==> src/asfpc_defines.svh <==
// Constants for the serial converter framing and power control block.
// Assumes inclusion by bare name from the package and both ends.
// Notes on behaviour
// RULE_01 - Wake needs dummy frame, ten clocks low.
// RULE_02 - Dummy frame output bits are invalid.
// RULE_03 - First frame after dummy is valid.
// RULE_04 - Power-up time equals dummy frame length.
// RULE_05 - Short frame of fourteen clocks supported.
// RULE_06 - Short mode never releases data output; an aborted frame still releases it.
// RULE_07 - Host leaves settling gap between frames.
// RULE_08 - Host may slow clock, staying powered.
// RULE_09 - Host may power down between conversions.
// RULE_10 - Select fall samples, converts, opens frame.
// RULE_11 - Leading zero, MSB clock 2, LSB 13.
// RULE_12 - Full frame releases output at clock 16.
// RULE_13 - Early select rise aborts, enters power-down.
// RULE_14 - Short frame host ignores final trailing bit.
`ifndef ASFPC_DEFINES_SVH
`define ASFPC_DEFINES_SVH

// ----------------------------------------------------------------
// Frame geometry
// ----------------------------------------------------------------
`define ASFPC_RESULT_BITS   12
`define ASFPC_FULL_CLOCKS   16
`define ASFPC_SHORT_CLOCKS  14
`define ASFPC_MSB_CLOCK     2
`define ASFPC_KEEP_FALLS    10
`define ASFPC_ABORT_FIRST   2
`define ASFPC_LINK_DIV      4
`define ASFPC_GAP_CYCLES    8
`define ASFPC_CNT_WIDTH     5

`endif

==> src/asfpc_pkg.sv <==
// Types shared by both ends of the serial converter link.
// Assumes the defines header is on the include path.
`include "asfpc_defines.svh"

package asfpc_pkg;

    // Power state of the converter end.
    typedef enum logic [2:0]
    {
        PWR_DOWN  = 3'h1,
        PWR_WAKE  = 3'h2,
        PWR_READY = 3'h4
    } asfpc_power_type;

    // Phase of the host end.
    typedef enum logic [2:0]
    {
        HOST_IDLE  = 3'h1,
        HOST_FRAME = 3'h2,
        HOST_GAP   = 3'h4
    } asfpc_host_type;

endpackage : asfpc_pkg

==> src/asfpc_link_if.sv <==
// Three-wire link joining the host end and the converter end.
// Assumes the bench resolves the data wire from its enable.
`timescale 1ns/1ps

interface asfpc_link_if;
    logic sel_n;     // Chip select, active low.
    logic sclk;      // Serial clock made by the host.
    logic dout;      // Data driven by the converter.
    logic dout_oe;   // High while the converter drives data.

    modport converter (input sel_n, input sclk, output dout, output dout_oe);
    modport host      (output sel_n, output sclk, input dout, input dout_oe);
endinterface : asfpc_link_if

==> src/asfpc_converter.sv <==
// Converter end: frames conversions, shifts result, tracks power state.
// Assumes select and serial clock come from the host's domain.
`timescale 1ns/1ps
`include "asfpc_defines.svh"

module asfpc_converter
#(
    parameter int RES_BITS = `ASFPC_RESULT_BITS
)
(
    // Clock and reset.
    input  wire logic                i_clock,
    input  wire logic                i_sys_rst,
    // Link.
    asfpc_link_if.converter          link,
    // Analog stand-in and status.
    input  wire logic [RES_BITS-1:0] i_sample,
    input  wire logic                i_short_mode,
    output logic                     o_powered,
    output logic                     o_result_valid
);

    // ----------------------------------------------------------------
    // Frame timeline
    // ----------------------------------------------------------------
    // Select and serial clock come from the host's domain. Each one
    // passes two synchroniser flops and one edge register, so every link
    // edge takes effect three system clocks after it reaches the wire.
    // The synchronisers reset to the idle level of their pins, so the
    // release of reset never looks like a select or clock fall.
    // A select fall opens a frame. The input word is held, the frame
    // mode is latched and the pin drives the leading zero at once.
    // Each serial clock fall then moves the pin on by one bit. The first
    // fall shows the MSB, the twelfth fall shows the LSB, and later falls
    // show trailing zeros, so a host sampling on rising edges sees the
    // leading zero and the twelve result bits on its first thirteen
    // rises.
    // A select rise after two to nine counted falls cuts the conversion
    // short. The pin is let go and the part drops into power-down.
    // A later select rise ends the frame normally. A full frame lets go
    // of the pin, and a short frame keeps driving it until the next one.
    // The host raises select on the same wire edge as its last clock
    // fall. Both reach the edge detectors together and the rise wins, so
    // the last fall is never counted here. The abort window is therefore
    // judged on the falls seen before the rise.
    // A part that sleeps treats its next frame as a dummy. The bits it
    // shifts carry no result, and the tenth fall wakes it, so the wake
    // time scales with the serial clock period.
    // A released pin shows the inverse of its last trailing zero. A host
    // that samples the pin before the leading zero reads a wrong bit.

    // ----------------------------------------------------------------
    // Decoding
    // ----------------------------------------------------------------
    // True when a frame that ends after this many falls must be cut short.
    function automatic logic in_abort_window(input logic [`ASFPC_CNT_WIDTH-1:0] count);
        in_abort_window = (count >= `ASFPC_CNT_WIDTH'(`ASFPC_ABORT_FIRST)) &&
                          (count <  `ASFPC_CNT_WIDTH'(`ASFPC_KEEP_FALLS));
    endfunction : in_abort_window

    // ----------------------------------------------------------------
    // State
    // ----------------------------------------------------------------
    typedef struct packed {
        logic [1:0]                   sel_sync;   // Select synchroniser.
        logic [1:0]                   clk_sync;   // Clock synchroniser.
        logic                         sel_q;      // Last synced select.
        logic                         clk_q;      // Last synced clock.
        logic                         in_frame;   // Frame open.
        logic [`ASFPC_CNT_WIDTH-1:0]  falls;      // Falling edges in frame.
        logic [RES_BITS-1:0]          held;       // Sampled value.
        asfpc_pkg::asfpc_power_type   power;      // Power state.
        logic                         valid;      // Current frame valid.
        logic                         dout;       // Data pin.
        logic                         dout_oe;    // Data enable.
        logic                         short_q;    // Short mode latched.
        logic                         powered;    // Power-ready flag.
    } asfpc_conv_state_type;

    asfpc_conv_state_type state;       // Registered state.
    asfpc_conv_state_type next_state;  // Next state.
    logic                 sel_fall;    // Select fell.
    logic                 sel_rise;    // Select rose.
    logic                 clk_fall;    // Serial clock fell.

    // Edge detectors read only the second synchroniser stage.
    assign sel_fall = state.sel_q & ~state.sel_sync[1];
    assign sel_rise = ~state.sel_q & state.sel_sync[1];
    assign clk_fall = state.clk_q & ~state.clk_sync[1];

    // ----------------------------------------------------------------
    // Next-state logic
    // ----------------------------------------------------------------
    always_comb
    begin
        next_state          = state;
        next_state.sel_sync = {state.sel_sync[0], link.sel_n};
        next_state.clk_sync = {state.clk_sync[0], link.sclk};
        next_state.sel_q    = state.sel_sync[1];
        next_state.clk_q    = state.clk_sync[1];
        if (sel_fall)
        begin
            // New frame samples input and starts conversion. (see RULE_10)
            next_state.in_frame = 1'b1;
            next_state.falls    = '0;
            next_state.held     = i_sample;
            next_state.short_q  = i_short_mode; // (see RULE_05)
            // Only a powered part yields a valid result. (see RULE_02) (see RULE_03)
            next_state.valid    = (state.power == asfpc_pkg::PWR_READY);
            if (state.power == asfpc_pkg::PWR_DOWN)
            begin
                // Wake ends at the tenth fall of the dummy frame. (see RULE_04)
                next_state.power = asfpc_pkg::PWR_WAKE;
            end
            next_state.dout     = 1'b0;  // Leading zero. (see RULE_11)
            next_state.dout_oe  = 1'b1;
        end
        else if (sel_rise && state.in_frame)
        begin
            next_state.in_frame = 1'b0;
            if (in_abort_window(state.falls))
            begin
                // Early rise aborts and powers down. (see RULE_13)
                next_state.power   = asfpc_pkg::PWR_DOWN;
                next_state.valid   = 1'b0;
                next_state.dout    = 1'b1;
                next_state.dout_oe = 1'b0;
            end
            else if (!state.short_q)
            begin
                // A full frame lets go of the pin at its end. (see RULE_12)
                next_state.dout    = 1'b1;
                next_state.dout_oe = 1'b0;
            end
            else
            begin
                // Short mode keeps driving between frames. (see RULE_06)
                next_state.dout_oe = 1'b1;
            end
        end
        else if (clk_fall && state.in_frame)
        begin
            next_state.falls = state.falls + `ASFPC_CNT_WIDTH'(1);
            if (state.falls == `ASFPC_CNT_WIDTH'(`ASFPC_KEEP_FALLS - 1) &&
                state.power == asfpc_pkg::PWR_WAKE)
            begin
                // Dummy frame long enough: powered up. (see RULE_01) (see RULE_04)
                next_state.power = asfpc_pkg::PWR_READY;
            end
            if (state.falls < `ASFPC_CNT_WIDTH'(RES_BITS))
            begin
                // MSB on second cycle, LSB on thirteenth. (see RULE_11)
                next_state.dout = state.held[RES_BITS - 1 - 32'(state.falls)];
            end
            else
            begin
                next_state.dout = 1'b0;  // Trailing zeros. (see RULE_11)
            end
            if (state.falls == `ASFPC_CNT_WIDTH'(`ASFPC_FULL_CLOCKS - 1) && !state.short_q)
            begin
                // Release output in the sixteenth cycle. (see RULE_12)
                next_state.dout    = 1'b1;
                next_state.dout_oe = 1'b0;
            end
        end
        // The ready flag follows the power state, so the port needs no gate.
        next_state.powered = (next_state.power == asfpc_pkg::PWR_READY);
    end

    // ----------------------------------------------------------------
    // Registers
    // ----------------------------------------------------------------
    always_ff @(posedge i_clock or posedge i_sys_rst)
    begin
        if (i_sys_rst)
        begin
            state          <= '0;
            state.sel_sync <= 2'h3;
            state.sel_q    <= 1'b1;
            // Clock edge history starts at the high level the host drives in reset.
            state.clk_sync <= 2'h3;
            state.clk_q    <= 1'b1;
            state.power    <= asfpc_pkg::PWR_DOWN;
        end
        else
        begin
            state <= next_state;
        end
    end

    // ----------------------------------------------------------------
    // Outputs
    // ----------------------------------------------------------------
    // Every output is a state flop, with no gate behind it.
    assign link.dout      = state.dout;
    assign link.dout_oe   = state.dout_oe;
    assign o_powered      = state.powered;
    assign o_result_valid = state.valid;

endmodule : asfpc_converter

==> src/flat_wrapper.sv <==
// flat-port wrapper written by rule: the top's interface ports become plain ports
module asfpc_converter_flat 
#(
    parameter int RES_BITS = `ASFPC_RESULT_BITS
)
  (i_clock, i_sys_rst, i_sample, i_short_mode, o_powered, o_result_valid, link_sel_n, link_sclk, link_dout, link_dout_oe);
  asfpc_link_if link_i ();
  input  wire logic i_clock;
  input  wire logic i_sys_rst;
  input  wire logic [RES_BITS-1:0] i_sample;
  input  wire logic i_short_mode;
  output logic o_powered;
  output logic o_result_valid;
  input wire logic [$bits(link_i.sel_n)-1:0] link_sel_n;
  input wire logic [$bits(link_i.sclk)-1:0] link_sclk;
  output wire logic [$bits(link_i.dout)-1:0] link_dout;
  output wire logic [$bits(link_i.dout_oe)-1:0] link_dout_oe;
  assign link_i.sel_n = link_sel_n;
  assign link_i.sclk = link_sclk;
  assign link_dout = link_i.dout;
  assign link_dout_oe = link_i.dout_oe;
  asfpc_converter #(.RES_BITS(RES_BITS)) u_core (.i_clock(i_clock), .i_sys_rst(i_sys_rst), .link(link_i), .i_sample(i_sample), .i_short_mode(i_short_mode), .o_powered(o_powered), .o_result_valid(o_result_valid));
endmodule
==> config.mk <==
export PLATFORM = sky130hd
export DESIGN_NAME = asfpc_converter_flat
export DESIGN_NICKNAME = d
export VERILOG_FILES = /design/src/asfpc_pkg.sv /design/src/asfpc_link_if.sv /design/src/asfpc_converter.sv /design/src/flat_wrapper.sv
export VERILOG_INCLUDE_DIRS = /design/src /design/src/src
export SDC_FILE = /design/constraint.sdc
export NUM_CORES = 1
export LEC_CHECK = 0
export BUFFER_PORTS_ARGS = -buffer_cell sky130_fd_sc_hd__clkbuf_2
export CAP_MARGIN = 5
export CORE_MARGIN = 8
export CORE_UTILIZATION = 50
export CTS_CLUSTER_DIAMETER = 30
export DETAILED_ROUTE_END_ITERATION = 12
export GPL_TIMING_DRIVEN = 0
export PLACE_DENSITY = 0.83
export REMOVE_ABC_BUFFERS = 1
export SYNTH_ARGS = -nofsm -noshare
export SYNTH_HDL_FRONTEND = slang
export SYNTH_SLANG_ARGS = --single-unit
==> constraint.sdc <==
create_clock -name i_clock -period 2.29 [get_ports i_clock]
set_input_delay 0.1145 -clock i_clock [delete_from_list [all_inputs] [get_ports i_clock]]
set_output_delay 0.1145 -clock i_clock [all_outputs]
set_load 0.05 [all_outputs]
==> results.md <==
- PD cells: roughly 660 mW/mm^2
- Synth warn: 0
- Worst r2r src: u_core.next_state[27]
- IO Port Bufs: 20
- Final Critical Period: around 1.8 ns
- Main flop type after synthesis: dfrtp_1
- Critical path origin: u_core.next_state[27]
- CTS Buffer Depth: 2
- Final worst slack: ~0.46 ns
- Commonest cells after routing, fill and taps aside: nand2_1 (44), dfrtp_1 (25), clkbuf_2 (20)
- Critical path capture point type: register
- WP data arrival: about 2 ns
- Setup bufs post-CTS: 0
- Run status: finished, final reports clean
- Post-synthesis async set-or-reset flop share: 1.00
- Max Transition Viols Final: 0
- Post-synthesis sequential area ratio: 0.524
- CTS HTree Levels: 2
- Num Clock Sinks: 32
- Largest net degree at the start of global routing: 33
- Switching pwr: 359 uW
- Setup-failing EPs final: 0
- Top cells by area, synth: dfrtp_1 (41%), dfstp_2 (12%), nand2_1 (11%)
- Synth Register Bits: 32
- Final period util: 0.800
- Layout cells sized above 1: 0.193
- Worst endpoint required time: 2.48 ns
- Lkg Pwr: between 0.0009 and 0.001 uW
- ANT cells: 0
- RSZ-0062 raised after global routing: false
- Largest stage delay on the critical path: 0.68 ns
- Setup TNS: 0 ns
- Area Overhead vs Synth: 22.7%
- Count of different cell masters after synthesis: between 40 and 50
- Initial antenna violation count: 0
- Max Freq: 546 MHz
- HP Class: register to register
- # resized after CTS: 0
- Post-synth EDFFs: 0
- Clock share of power: 0.266
- Crit path max fanout: 15
- Via/cell ratio: 5.47
- Most common cell after layout, fill and taps aside: nand2_1
- Relative slew slack: 0.520
- RD Place Congestion: ~0.9
- Starting Density: 0.514
- Final Cell Area: roughly 0.0019 sq mm
- Worst-Skew Late Latency: about 0.33 ns
- IO Pins: 21
- Final Core Density: 0.631
- Die area: 0.00512 sq mm
- WL per Instance: 13.9 microns
- Hold buffers post-CTS: 15
- Hpwl dp: 2130 microns
- Crit path launch type: register
- Worst Path Class, Setup: register to register
- Die H: between 70 and 80 microns
- Drt total wl: 3190 microns
- Gr ovfl total: 0
- Core Rows: 20
- Peak VDD IR: 0.000433 V
- Slowest library cell on the worst path: dfstp_2
- TritonCTS Buffers: 5
- Max_cap viols: 0
- Die width: roughly 72 microns
- Core area: about 0.0030 sq mm
- Clock Skew: approximately 0.011 ns
- DP Area: ~0.0016 sq mm
- Biggest area consumer among synthesized cells: dfrtp_1
- Tightest Pin Transition: 0.713 ns
- Beginning of the worst hold path: u_core.next_state[29]
- Final Hold Fails: 0
- Worst-path clk slew: around 0.1 ns
- Violation count after the first detailed-route iteration: between 70 and 80
- Vias: approximately 1,300
- Vias in the first global route: approximately 1,300
- DR pass1 iterations: 4
- TritonCTS clock tree: built
- First-pass GRT wire length: 5640 microns
- Gate Count Post-Synth: between 150 and 200
- Crit path cell chain: nand3b_1, nor4_1, o22ai_1
- Place WS: ~0.45 ns
- Seq pwr share: 0.559
- Overall Global Routing Usage: 0.141
- Synth top area share: 0.405
- Synth Cell Area: 0.00154 sq mm
- DRC: 0
- Syn_area_per_cell: a little under 10 sq um
- Sw Share: 0.287
- Cell-internal power: between 800 and 900 uW
- Power share of the combinational group: 0.175
- Root Buffer: clkbuf_4
- Fin nets: approximately 220
- Remaining antenna violation count after routing: 0
-- synth_stat cells (3+ instances only) --
cell type,instances
nor2_1,3
o22ai_1,4
a211oi_1,3
clkbuf_1,3
nand3_1,4
dfrtp_1,25
nor4_1,3
nand2_1,44
inv_1,8
mux2i_1,4
ha_1,5
buf_2,3
dfstp_2,7
a21oi_1,6
nor3_1,3
-- power groups by stage --
stage	sequential, uW	clock, uW	combinational [uW]
after floorplan	712	0	127
after global placement	706	0	185
after detailed placement	709	0	194
after CTS	699	345	215
after global routing	711	372	247
final	699	333	219
-- cell families (layout without fill, tap and decap cells) --
family / count (synthesis) / count (layout) / share of synthesized area
AOI/OAI and AO/OA: 23 / 23 / 0.0964
xor gates and xnor gates: 1 / 1 / 0.00567
adders and majority gates: 6 / 6 / 0.0470
buffers and inverters: 16 / 54 / 0.0462
DFF: 32 / 32 / 0.524
muxes: 5 / 5 / 0.0405
and+or+nand+nor: 76 / 76 / 0.240
-- area by class of cell --
cell class	instances	area (sq um)
Fill cell	246	1110
Inverter	9	33.8
Clock buffer	8	58.8
Multi-Input combinational cell	111	663
Timing Repair Buffer	37	288
Tap cell	33	41.3
Sequential cell	32	810
-- through the flow --
step / hold WS [ns] / total power [uW] / std cells
floorplan: 0.119 / 838 / 152
global placement: 0.202 / 891 / 205
detailed placement: 0.204 / 903 / 205
CTS: 0.0865 / 1260 / 228
global route: 0.371 / 1330 / 230
finish: 0.363 / 1250 / 230
-- registers in the layout, summed over array words and instances (netlist names) --
signal	cells
u_core.next_state	4
u_core.state	24
u_core.link.dout_oe	1
u_core.o_result_valid	1
u_core.link.dout	1
u_core.o_powered	1
-- critical path, delay by kind of cell, from the launching register on --
kind	cells	cell delay, ns
AO/OA/AOI/OAI	1	0.18
AND/OR/NAND/NOR	2	0.83
flip-flops	1	0.68
-- worst paths after layout --
| path | cells past startpoint | end | slack, ns |
|---|---|---|---|
| min reg2reg | 0 | u_core.next_state[26] | 0.36 |
| min | 0 | u_core.next_state[26] | 0.36 |
| max reg2reg | 3 | u_core.o_result_valid | 0.46 |
| max | 3 | u_core.o_result_valid | 0.46 |
| min in group asynchronous | 3 | u_core.o_powered | 0.43 |
| max in group asynchronous | 4 | u_core.state[5] | 1.27 |
-- layer usage --
layer | track usage | share of wire
met1 | 0.159 | 0.43
met2 | 0.218 | 0.50
met3 | 0.0669 | 0.058
met4 | 0.0680 | 0.020
met5 | 0 | 0
Power figures use the tool's default switching activity.
